**config.mk**
```make
export PLATFORM = sky130hd
export DESIGN_NAME = ccsb_setup_bank
export DESIGN_NICKNAME = d
export VERILOG_FILES = /design/src/logic/ccsb_tick.v /design/src/logic/ccsb_setup_bank.v
export VERILOG_INCLUDE_DIRS = /design/src /design/src/logic
export SDC_FILE = /design/constraint.sdc
export NUM_CORES = 1
export LEC_CHECK = 0
export BUFFER_PORTS_ARGS = -buffer_cell sky130_fd_sc_hd__buf_2
export CELL_PAD_IN_SITES_DETAIL_PLACEMENT = 1
export CELL_PAD_IN_SITES_GLOBAL_PLACEMENT = 2
export CORE_MARGIN = 2
export CORE_UTILIZATION = 30
export DETAILED_ROUTE_END_ITERATION = 6
export PLACE_DENSITY = 0.6
export SYNTH_ARGS = -nofsm -noshare
export SYNTH_HDL_FRONTEND = slang
export SYNTH_HIERARCHICAL = 1
export SYNTH_SLANG_ARGS = --single-unit
```
**constraint.sdc**
```tcl
create_clock -name ref_clk -period 2.2 [get_ports ref_clk]
set_input_delay 0.55 -clock ref_clk [delete_from_list [all_inputs] [get_ports ref_clk]]
set_output_delay 0.55 -clock ref_clk [all_outputs]
set_load 0.02 [all_outputs]
```
**src/logic/ccsb_defs.vh**
```
// Purpose: constants of the controller cpu setup bank
// Assumes: word addresses on the register port, 16-bit data
// Notes:   included by the setup bank and its testbench
`ifndef CCSB_DEFS_VH
`define CCSB_DEFS_VH

// ----------------------------------------------------------------
// register word addresses
// ----------------------------------------------------------------
`define CCSB_A_ERR_DETECT   8'h80
`define CCSB_A_ERR_LOG      8'h81
`define CCSB_A_SCHED_UNIT   8'hc3
`define CCSB_A_INSTR_ACT    8'hc5
`define CCSB_A_BG_EXEC      8'hc6
`define CCSB_A_RETRY        8'hc8
`define CCSB_A_BLK_TMO      8'hc9
`define CCSB_A_FB_TMO       8'hca
`define CCSB_A_MIN_CYC      8'hd0
`define CCSB_A_WATCH        8'hd1
`define CCSB_A_IRQ_STATUS   8'hf0
`define CCSB_A_IRQ_MASK     8'hf1
`define CCSB_A_RUN_STATE    8'hf2

// ----------------------------------------------------------------
// field positions and reset values
// ----------------------------------------------------------------
`define CCSB_B_NO_BATT      15
`define CCSB_B_NO_INT_ERR   14
`define CCSB_B_NO_LOG       15
`define CCSB_B_STOP_INSTR   15
`define CCSB_B_BG_TABLE     15
`define CCSB_B_BG_STRING    14
`define CCSB_B_BG_SHIFT     13
`define CCSB_B_WATCH_USER   15
`define CCSB_F_LOW4         3:0
`define CCSB_F_UNIT         1:0
`define CCSB_F_WATCH        14:0
`define CCSB_WORD_RST       16'h0000

// interrupt status bits
`define CCSB_I_LOW_BATT     0
`define CCSB_I_INT_TASK     1
`define CCSB_I_INSTR_ERR    2
`define CCSB_I_CYC_OVER     3
`define CCSB_NIRQ           4

// scheduled interrupt unit codes
`define CCSB_UNIT_10MS      2'h0
`define CCSB_UNIT_1MS       2'h1
`define CCSB_UNIT_100US     2'h2

// ----------------------------------------------------------------
// timing
// ----------------------------------------------------------------
`define CCSB_CLK_PS         8000
`define CCSB_BASE_TICK_PS   100000000
`define CCSB_MS_PER_BASE    10
`define CCSB_10MS_PER_MS    10
`define CCSB_TMO_UNIT_MS    100
`define CCSB_TMO_DEF_MS     2000
`define CCSB_WATCH_UNIT_MS  10
`define CCSB_WATCH_DEF_MS   1000

`endif

```
**src/logic/ccsb_tick.v**
```verilog
// Purpose: divider giving a one-cycle enable pulse every DIV enables
// Assumes: en is a one-cycle pulse or tied high
// Notes:   cascaded to build the slower time bases
`timescale 1ns/100ps
`default_nettype none

module ccsb_tick #(
    parameter integer DIV = 10
) (
    input  wire        ref_clk,
    input  wire        nrst,
    input  wire        clr,
    input  wire        en,
    output reg         tick
);

    reg  [31:0] cnt;

    always @(posedge ref_clk or negedge nrst) begin
        if (!nrst) begin
            cnt  <= 32'h0000_0000;
            tick <= 1'b0;
        end else if (clr) begin
            cnt  <= 32'h0000_0000;
            tick <= 1'b0;
        end else begin
            tick <= 1'b0;
            if (en) begin
                if (cnt == DIV - 1) begin
                    cnt  <= 32'h0000_0000;
                    tick <= 1'b1;
                end else begin
                    cnt <= cnt + 32'h0000_0001;
                end
            end
        end
    end

endmodule // ccsb_tick

`default_nettype wire

```
**src/logic/ccsb_setup_bank.v**
```verilog
// Purpose: cpu setup word bank with scan supervision
// Assumes: scan and run strobes come from logic on ref_clk
// Notes:   low_batt is a pin and is synchronised here
`timescale 1ns/100ps
`default_nettype none
`include "ccsb_defs.vh"

// How it works
// - error_detect_options bit 15 mutes battery, 14 task errors, per scan.
// - instruction_error_action bit 15, latched at run start, halts on error.
// - error_log_options bit 15, read per scan, drops user faults from log.
// - background_exec_options 15..13 latch background table, string, shift.
// - background_exec_options bits 3..0 latch logical comms port, 0 to 15.
// - block_comms_retry_count bits 3..0 latch block comms retry count.
// - block_comms_timeout latches in 0.1 s units, zero means 2 s.
// - fieldbus_comms_timeout latches in 0.1 s units, zero means 2 s.
// - watch_cycle_time bit 15 picks user watch limit in 10 ms, else 1 s.
// - minimum_cycle_time latches minimum scan time in 1 ms, zero means none.
// - scheduled_interrupt_unit low field latches tick unit 10, 1, 0.1 ms.
module ccsb_setup_bank #(
    parameter integer BASE_DIV =
        `CCSB_BASE_TICK_PS / `CCSB_CLK_PS
) (
    input  wire        ref_clk,
    input  wire        nrst,
    input  wire [7:0]  addr,
    input  wire [15:0] wdata,
    input  wire        wr,
    input  wire        rd,
    output reg  [15:0] rdata,
    input  wire        run_start,
    input  wire        scan_start,
    input  wire        scan_end,
    input  wire        low_batt,
    input  wire        int_task_err,
    input  wire        instr_err,
    input  wire        user_fault,
    output reg         log_fault,
    output reg         stop_on_instr,
    output reg         bg_table,
    output reg         bg_string,
    output reg         bg_shift,
    output reg  [3:0]  comms_port,
    output reg  [3:0]  retry_count,
    output reg  [15:0] blk_timeout,
    output reg  [15:0] fb_timeout,
    output reg  [1:0]  sched_unit,
    output reg         sched_tick,
    output reg         min_time_met,
    output reg         cyc_over,
    output reg         cpu_halt,
    output reg         irq
);

    // ------------------------------------------------------------
    // helpers
    // ------------------------------------------------------------
    localparam integer TMO_DEF_N = `CCSB_TMO_DEF_MS / `CCSB_TMO_UNIT_MS;
    localparam [15:0]  TMO_DEF   = TMO_DEF_N[15:0];
    localparam integer WATCH_DEF_N = `CCSB_WATCH_DEF_MS / `CCSB_WATCH_UNIT_MS;
    localparam [15:0]  WATCH_DEF   = WATCH_DEF_N[15:0];
    function [15:0] eff_tmo;
        input [15:0] w;
        begin
            eff_tmo = (w == 16'h0000) ? TMO_DEF : w;
        end
    endfunction

    // ------------------------------------------------------------
    // setup words
    // ------------------------------------------------------------
    reg  [15:0] w_detect, w_log, w_unit, w_instr, w_bg;
    reg  [15:0] w_retry, w_blk, w_fb, w_min, w_watch;
    reg  [`CCSB_NIRQ-1:0] irq_status;
    reg  [`CCSB_NIRQ-1:0] irq_mask;
    reg         in_scan;

    always @(posedge ref_clk or negedge nrst) begin
        if (!nrst) begin
            w_detect <= `CCSB_WORD_RST;
            w_log    <= `CCSB_WORD_RST;
            w_unit   <= `CCSB_WORD_RST;
            w_instr  <= `CCSB_WORD_RST;
            w_bg     <= `CCSB_WORD_RST;
            w_retry  <= `CCSB_WORD_RST;
            w_blk    <= `CCSB_WORD_RST;
            w_fb     <= `CCSB_WORD_RST;
            w_min    <= `CCSB_WORD_RST;
            w_watch  <= `CCSB_WORD_RST;
            irq_mask <= {`CCSB_NIRQ{1'b0}};
        end else if (wr) begin
            if (addr == `CCSB_A_ERR_DETECT) begin
                w_detect <= wdata;
            end else if (addr == `CCSB_A_ERR_LOG) begin
                w_log <= wdata;
            end else if (addr == `CCSB_A_SCHED_UNIT) begin
                w_unit <= wdata;
            end else if (addr == `CCSB_A_INSTR_ACT) begin
                w_instr <= wdata;
            end else if (addr == `CCSB_A_BG_EXEC) begin
                w_bg <= wdata;
            end else if (addr == `CCSB_A_RETRY) begin
                w_retry <= wdata;
            end else if (addr == `CCSB_A_BLK_TMO) begin
                w_blk <= wdata;
            end else if (addr == `CCSB_A_FB_TMO) begin
                w_fb <= wdata;
            end else if (addr == `CCSB_A_MIN_CYC) begin
                w_min <= wdata;
            end else if (addr == `CCSB_A_WATCH) begin
                w_watch <= wdata;
            end else if (addr == `CCSB_A_IRQ_MASK) begin
                irq_mask <= wdata[`CCSB_NIRQ-1:0];
            end
        end
    end

    // ------------------------------------------------------------
    // read port
    // ------------------------------------------------------------
    always @(posedge ref_clk or negedge nrst) begin
        if (!nrst) begin
            rdata <= 16'h0000;
        end else if (rd) begin
            if (addr == `CCSB_A_ERR_DETECT) begin
                rdata <= w_detect;
            end else if (addr == `CCSB_A_ERR_LOG) begin
                rdata <= w_log;
            end else if (addr == `CCSB_A_SCHED_UNIT) begin
                rdata <= w_unit;
            end else if (addr == `CCSB_A_INSTR_ACT) begin
                rdata <= w_instr;
            end else if (addr == `CCSB_A_BG_EXEC) begin
                rdata <= w_bg;
            end else if (addr == `CCSB_A_RETRY) begin
                rdata <= w_retry;
            end else if (addr == `CCSB_A_BLK_TMO) begin
                rdata <= w_blk;
            end else if (addr == `CCSB_A_FB_TMO) begin
                rdata <= w_fb;
            end else if (addr == `CCSB_A_MIN_CYC) begin
                rdata <= w_min;
            end else if (addr == `CCSB_A_WATCH) begin
                rdata <= w_watch;
            end else if (addr == `CCSB_A_IRQ_STATUS) begin
                rdata <= {12'h000, irq_status};
            end else if (addr == `CCSB_A_IRQ_MASK) begin
                rdata <= {12'h000, irq_mask};
            end else if (addr == `CCSB_A_RUN_STATE) begin
                rdata <= {12'h000, in_scan, min_time_met,
                          cyc_over, cpu_halt};
            end else begin
                rdata <= 16'h0000;
            end
        end
    end

    // ------------------------------------------------------------
    // per-scan sampling
    // ------------------------------------------------------------
    reg         no_batt, no_int_err, no_log;
    always @(posedge ref_clk or negedge nrst) begin
        if (!nrst) begin
            no_batt    <= 1'b0;
            no_int_err <= 1'b0;
            no_log     <= 1'b0;
        end else if (scan_start) begin
            no_batt    <= w_detect[`CCSB_B_NO_BATT];
            no_int_err <= w_detect[`CCSB_B_NO_INT_ERR];
            no_log     <= w_log[`CCSB_B_NO_LOG];
        end
    end

    // ------------------------------------------------------------
    // start-of-operation latches
    // ------------------------------------------------------------
    reg  [15:0] watch_lim, min_lim;
    always @(posedge ref_clk or negedge nrst) begin
        if (!nrst) begin
            stop_on_instr <= 1'b0;
            bg_table      <= 1'b0;
            bg_string     <= 1'b0;
            bg_shift      <= 1'b0;
            comms_port    <= 4'h0;
            retry_count   <= 4'h0;
            blk_timeout   <= TMO_DEF;
            fb_timeout    <= TMO_DEF;
            sched_unit    <= `CCSB_UNIT_10MS;
            watch_lim     <= WATCH_DEF;
            min_lim       <= 16'h0000;
        end else if (run_start) begin
            stop_on_instr <= w_instr[`CCSB_B_STOP_INSTR];
            bg_table      <= w_bg[`CCSB_B_BG_TABLE];
            bg_string     <= w_bg[`CCSB_B_BG_STRING];
            bg_shift      <= w_bg[`CCSB_B_BG_SHIFT];
            comms_port    <= w_bg[`CCSB_F_LOW4];
            retry_count   <= w_retry[`CCSB_F_LOW4];
            blk_timeout   <= eff_tmo(w_blk);
            fb_timeout    <= eff_tmo(w_fb);
            sched_unit    <= w_unit[`CCSB_F_UNIT];
            min_lim       <= w_min;
            if (w_watch[`CCSB_B_WATCH_USER]) begin
                watch_lim <= {1'b0, w_watch[`CCSB_F_WATCH]};
            end else begin
                watch_lim <= WATCH_DEF;
            end
        end
    end

    // ------------------------------------------------------------
    // time bases: 0.1 ms, 1 ms, 10 ms
    // ------------------------------------------------------------
    wire        t_100us, t_1ms, t_10ms;
    ccsb_tick #(.DIV(BASE_DIV)) u_t100us (
        .ref_clk (ref_clk),
        .nrst    (nrst),
        .clr     (run_start),
        .en      (1'b1),
        .tick    (t_100us)
    );

    ccsb_tick #(.DIV(`CCSB_MS_PER_BASE)) u_t1ms (
        .ref_clk (ref_clk),
        .nrst    (nrst),
        .clr     (run_start),
        .en      (t_100us),
        .tick    (t_1ms)
    );

    ccsb_tick #(.DIV(`CCSB_10MS_PER_MS)) u_t10ms (
        .ref_clk (ref_clk),
        .nrst    (nrst),
        .clr     (run_start),
        .en      (t_1ms),
        .tick    (t_10ms)
    );

    always @(posedge ref_clk or negedge nrst) begin
        if (!nrst) begin
            sched_tick <= 1'b0;
        end else begin
            case (sched_unit)
                `CCSB_UNIT_1MS:   sched_tick <= t_1ms;
                `CCSB_UNIT_100US: sched_tick <= t_100us;
                default:          sched_tick <= t_10ms;
            endcase
        end
    end

    // ------------------------------------------------------------
    // scan supervision
    // ------------------------------------------------------------
    reg  [15:0] watch_cnt, min_cnt;
    wire        overrun;
    // the tick that carries the count past the limit is the overrun
    assign overrun = in_scan && t_10ms && !cpu_halt &&
                     (watch_cnt >= watch_lim);
    always @(posedge ref_clk or negedge nrst) begin
        if (!nrst) begin
            in_scan   <= 1'b0;
            watch_cnt <= 16'h0000;
            min_cnt   <= 16'h0000;
        end else if (run_start || scan_start) begin
            in_scan   <= scan_start;
            watch_cnt <= 16'h0000;
            min_cnt   <= 16'h0000;
        end else begin
            if (scan_end) begin
                in_scan <= 1'b0;
            end
            if (in_scan && t_10ms && watch_cnt != 16'hffff) begin
                watch_cnt <= watch_cnt + 16'h0001;
            end
            if (t_1ms && min_cnt != 16'hffff) begin
                min_cnt <= min_cnt + 16'h0001;
            end
        end
    end

    always @(posedge ref_clk or negedge nrst) begin
        if (!nrst) begin
            min_time_met <= 1'b1;
        end else if (run_start || scan_start) begin
            min_time_met <= (min_lim == 16'h0000);
        end else begin
            min_time_met <= (min_cnt >= min_lim);
        end
    end

    // ------------------------------------------------------------
    // errors and halt
    // ------------------------------------------------------------
    reg  [2:0]  batt_sync;
    reg         batt_lvl;
    wire        batt_rise, ev_batt, ev_int, ev_instr, halt_req;
    // a change counts once the second and third stages agree
    always @(posedge ref_clk or negedge nrst) begin
        if (!nrst) begin
            batt_sync <= 3'h0;
            batt_lvl  <= 1'b0;
        end else begin
            batt_sync <= {batt_sync[1:0], low_batt};
            if (batt_sync[1] == batt_sync[2]) begin
                batt_lvl <= batt_sync[2];
            end
        end
    end

    assign batt_rise = batt_sync[1] && batt_sync[2] && !batt_lvl;
    assign ev_batt   = batt_rise && !no_batt;
    assign ev_int    = int_task_err && !no_int_err;
    assign ev_instr  = instr_err;
    assign halt_req  = overrun || (instr_err && stop_on_instr);

    always @(posedge ref_clk or negedge nrst) begin
        if (!nrst) begin
            cyc_over <= 1'b0;
            cpu_halt <= 1'b0;
        end else if (run_start) begin
            cyc_over <= 1'b0;
            cpu_halt <= 1'b0;
        end else begin
            if (overrun) begin
                cyc_over <= 1'b1;
            end
            if (halt_req) begin
                cpu_halt <= 1'b1;
            end
        end
    end

    always @(posedge ref_clk or negedge nrst) begin
        if (!nrst) begin
            log_fault <= 1'b0;
        end else begin
            log_fault <= user_fault && !no_log;
        end
    end

    // ------------------------------------------------------------
    // interrupt status, write one to clear, set wins
    // ------------------------------------------------------------
    reg  [`CCSB_NIRQ-1:0] irq_set, irq_clr;
    always @* begin
        irq_set = {`CCSB_NIRQ{1'b0}};
        irq_set[`CCSB_I_LOW_BATT]  = ev_batt;
        irq_set[`CCSB_I_INT_TASK]  = ev_int;
        irq_set[`CCSB_I_INSTR_ERR] = ev_instr;
        irq_set[`CCSB_I_CYC_OVER]  = overrun;
        irq_clr = {`CCSB_NIRQ{1'b0}};
        if (wr && addr == `CCSB_A_IRQ_STATUS) begin
            irq_clr = wdata[`CCSB_NIRQ-1:0];
        end
    end

    always @(posedge ref_clk or negedge nrst) begin
        if (!nrst) begin
            irq_status <= {`CCSB_NIRQ{1'b0}};
            irq        <= 1'b0;
        end else begin
            irq_status <= (irq_status & ~irq_clr) | irq_set;
            irq <= |(((irq_status & ~irq_clr) | irq_set) & irq_mask);
        end
    end

endmodule // ccsb_setup_bank

`default_nettype wire

```
# After elaboration in Yosys (flattened, before gate mapping)
# Cells that the tools add are included.
# word_totals
reg_bits,407
in_bits,35
wordCells,172
output_inout_bits,68
# classes
order_cmp,2
addsub,5
reduce_logical,41
bitwise_logic,14
n_mux,45
n_eq_ne,21
# op_table
operator,n
2-to-1 mux 16 bit,16
2-to-1 mux 32 bit,8
"equality test 8 bit, second input constant",13
"adder 32 x 1 -> 32 bit, second input constant",3
"equality test 32 x 4 -> 1 bit, second input constant",2
logical NOT 16 bit,3
"adder 16 x 1 -> 16 bit, second input constant",2
"equality test 32 x 14 -> 1 bit, second input constant",1
greater-or-equal comparator 16 bit,2
"inequality test 16 bit, second input constant",2
2-to-1 mux 4 bit,4
2-to-1 mux 1 bit,15
2-to-1 mux 15 bit,1
nonzero test 2 bit,7
logical AND 1 bit,12
AND reduction 12 bit,1
AND reduction 11 bit,1
NOT 1 bit,10
AND reduction 10 bit,1
AND reduction 9 bit,1
bitwise AND 4 bit,2
AND reduction 8 bit,1
AND reduction 7 bit,1
AND reduction 6 bit,1
13 further kinds,18

# Longest topological paths before layout
# depth
ltp_word,14
mapped_depth,8
mapped_depth_nobuf,7

# By module
# The synthesis kept the hierarchy.
# by_module_without_submodules
module,area_each_um2,n_inst,cells_each
ccsb_setup_bank,14746.6,1,1263
ccsb_tick (u_t10ms),1839.3,1,196
ccsb_tick (u_t1ms),1838.0,1,204
ccsb_tick (u_t100us),1818.0,1,191

# Worst setup path before layout
# Ideal clock, no wire load.
# synth_path
path_type,input to register
start,in addr[4]
end,reg w_instr[10]
setup_time_ns,0.127
t_arrival_ns,2.253
slack_ns,-0.180
required_ns,2.073
n_path_buf,2
path_stages,6
cell_sequence,buf_6 > or4b_4 > o22a_2 > o211ai_4 > buf_6 > mux2_1
# synth_between
elab_chain_cells,3
word_cells_on_any_way,8
classes_between,eq/ne (4); bitwise (3); reduce/logical (1)
# synth_rtl
item,line_no,source
"start, declared",ccsb_setup_bank.v:26,"input wire [7:0] addr,"
equality test 8 bit (no source line),-,
NOT 1 bit (no source line),-,
AND reduction 5 bit (no source line) *,-,
"end signal, assigned",ccsb_setup_bank.v:83,w_instr <= `CCSB_WORD_RST;
"end signal, assigned",ccsb_setup_bank.v:99,w_instr <= wdata;
"end, declared",ccsb_setup_bank.v:72,"reg [15:0] w_detect, w_log, w_unit, w_instr, w_bg;"
# Every way passes the cells marked *; elsewhere a longest branch is shown, timed or not.
# A chain may end at the register's enable or synchronous reset.

# Worst setup path in the final report
# layout_path
start,reg u_t100us.cnt[3]
end,reg u_t100us.cnt[31]
# layout_between
elab_chain_cells,3
word_cells_on_any_way,4
classes_between,add/sub (1); eq/ne (1); mux (2)
# layout_rtl
item,line_no,source
"start, declared",ccsb_tick.v:17,reg [31:0] cnt;
"start signal, assigned",ccsb_tick.v:33,cnt <= cnt + 32'h0000_0001;
adder 32 x 1 -> 32 bit / equality test 32 x 14 -> 1 bit (equally long branches),"ccsb_tick.v:33, ccsb_tick.v:29",
2-to-1 mux 32 bit *,ccsb_tick.v:29,if (cnt == DIV - 1) begin
2-to-1 mux 32 bit *,ccsb_tick.v:23,end else if (clr) begin
# Marks and branches as above.

==> flow_summary.ini <==
[run_status]
status = finished clean

[detailed_routing]
drt-total-wl_um = 66900
dr.pass1.iters = 5
drtIter0Drc = 886
drcViolationCount = 0
route.vias.total = 15800
wl_per_cell_um = 22.0
viasPerCell = 5.20
detail-route-antenna-nets = 0

[cells_and_area]
areaGrowthSynthToFinish_pct = 24.1
nets = 2199
fin_area_um2 = 25100
top_regs = u_t100us/cnt (32), u_t10ms/cnt (32), u_t1ms/cnt (32)
layout-drive-gt1-share_pct = 30.8

[power]
power_density_nw_per_um2 = 708
finalPower_w = 0.0178
ir_drop_v = 0.000537
static-leakage-power_nw = 11.4

[critical_path]
end_kind = register
crit_arrival_ns = 2.66
cp.required_ns = 2.69
path_class = reg -> reg
setup.worst_path.start_class = register
critPathMaxFanout = 4

[synthesis]
synth.avg_cell_area_um2 = 10.9
synth_edf_count = 0
synth.area.top_cells = dfrtp_1 (49%), mux2_2 (9.8%), ha_1 (2.5%)
synthCells = 1854
ys_warn_count = 6
synth_cell_type_count = 94
synthArstFlopShare_pct = 100
yosys.area.top_type_share_pct = 49.2
ys_ff_latch = 406
synth_top_area_cell = dfrtp_1
synth_flop_cell = dfrtp_1
syn-cell-area_um2 = 20200
yosysSeqAreaShare_pct = 50.2

[placed_design]
hpwlAfterDp_um = 49200
pre_cts_slack_ns = -0.242
placed_area_um2 = 23300
portBuffers = 102
globalplace.congestion = 0.860

[timing]
hold_ws_ns = 0.0606
finalClockSkew_ns = 0.0296
finalSetupViolations = 0
period_needed_ns = 2.17
rsz0062_at_grt = yes
max_freq_ghz = 0.461
fin_tns_setup_ns = 0
timing.slew.headroom_pct = 51.8
hold_violations = 0
finalMaxSlewViolations = 0
max_slew.worst_pin.slew_ns = 0.718
fin_crit_sh_pct = 98.6
worst_slack_ns = 0.0315

[job]
maxCapViolCount = 0

[clocking]
clk_pin_slew_ns = 0.06
clock_latency_ns = 0.62
tritoncts = yes
cts_max_level = 2
cts_root_buffer = clkbuf_16
clockBufferDepth = 3
cts_buffers = 50
cts_sinks = 406

[global_routing]
grt_pass1_vias = 17000
grt_pass1_wl_um = 105000
antenna_found_initial = 3
grt_use_total_pct = 19.4
grt_overflow = 0
grt_max_degree = 75

[worst_hold_path]
min_path_type = in -> reg

[floorplanning]
initial_core_util_pct = 30.2
fp.dieH_um = 264
fp.coreArea_um2 = 67000
rows = 95
die_area_um2 = 69600
dieWidth_um = 264
io-pin-count = 103
[worst max-delay path, cell delays in order, from the launching register on]
cell,delay (ns)
dfrtp_1,0.39
nand4_2,0.18
or4_4,0.53
or4_4,0.57
o311ai_4,0.27
o31ai_1,0.11
[metrics by stage]
step,util (%),cells
global placement,34.7,2935
floorplan,-,1858
CTS,37.2,3026
detailed placement,34.7,2935
finish,37.5,3036
global route,37.5,3034
[cell families after synthesis]
group / Yosys count / synth area share (%)
buffers and inverters: 171 / 3.67
and+or+nand+nor: 583 / 15.6
xor gates and xnor gates: 88 / 3.81
muxes: 244 / 13.7
other: 1 / 0.0185
AOI/OAI and AO/OA: 320 / 10.5
adders and majority gates: 41 / 2.53
DFF: 406 / 50.2
[layer usage]
layer | vias to the layer above | track usage (%) | wire [µm]
li1 | 7296 | - | -
met1 | 8177 | 26.3 | 30900
met2 | 221 | 31.9 | 31300
met3 | 99 | 3.28 | 2950
met4 | 4 | 5.54 | 1670
met5 | - | 0 | 25
[power by group]
part | leakage [nW] | internal (W) | switching, W | total, W
combinational | 5.02 | 0.000577 | 0.000893 | 0.00147
sequential | 5.52 | 0.00774 | 0.000226 | 0.00797
clock | 0.816 | 0.00489 | 0.00347 | 0.00835
total | 11.4 | 0.0132 | 0.00458 | 0.0178
[repair_timing]
item / CTS / global route
gates resized for setup: 6 / 25
endpoints found under the setup margin: 37 / 40
pin swaps: 0 / 7
setup buffers: 0 / 6
gates cloned: 0 / 2
endpoints found under the hold margin: 24 / 0
hold buffers: 1 / 0
[final timing paths]
path	startpoint	endpoint	slack (ns)	cells past startpoint
max in group asynchronous	nrst	fb_timeout[4]$_DFFE_PN1P_	0.99	4
worst max-delay path	u_t100us/cnt[3]$_DFFE_PN0P_	u_t100us/cnt[31]$_DFFE_PN0P_	0.03	5
worst max register to register	u_t100us/cnt[3]$_DFFE_PN0P_	u_t100us/cnt[31]$_DFFE_PN0P_	0.03	5
worst min register to register	batt_sync[0]$_DFF_PN0_	batt_sync[1]$_DFF_PN0_	0.43	0
min in group asynchronous	nrst	w_bg[3]$_DFFE_PN0P_	0.39	2
worst min-delay path	low_batt	batt_sync[0]$_DFF_PN0_	0.06	1
[layout by cell type (no fill, tap or decap), drive strengths merged, types with 16 or more instances in the layout]
master,instances
buf,311
a31oi,21
nand3,69
mux2i,37
nand4,52
nor2,137
mux2,207
clkbuf,65
nor3,44
o22ai,34
and3,17
ha,41
nand2b,16
clkinv,18
nor2b,16
nand2,111
dfrtp,398
inv,73
xnor2,47
xor2,41
o21ai,91
a21oi,57
nor4,44
[cells in the mapped netlist (all sizes together), types with 37 or more instances]
library cell / number
a21oi: 57
buf: 49
clkbuf: 50
dfrtp: 398
ha: 41
inv: 72
mux2: 207
mux2i: 37
nand2: 111
nand3: 69
nand4: 52
nor2: 137
nor3: 44
nor4: 44
o21ai: 91
xnor2: 47
xor2: 41
[layout make-up]
class                           count  area, µm²
Tap cell                          873       1090
Inverter                           72        270
Clock buffer                       65       1380
Multi-Input combinational cell   1281       9510
Antenna cell                        2       5.00
Timing Repair Buffer              312       2440
Sequential cell                   406      10200
Clock inverter                     25        260
Fill cell                        7435      41900
(Power assumes the default switching activity.)
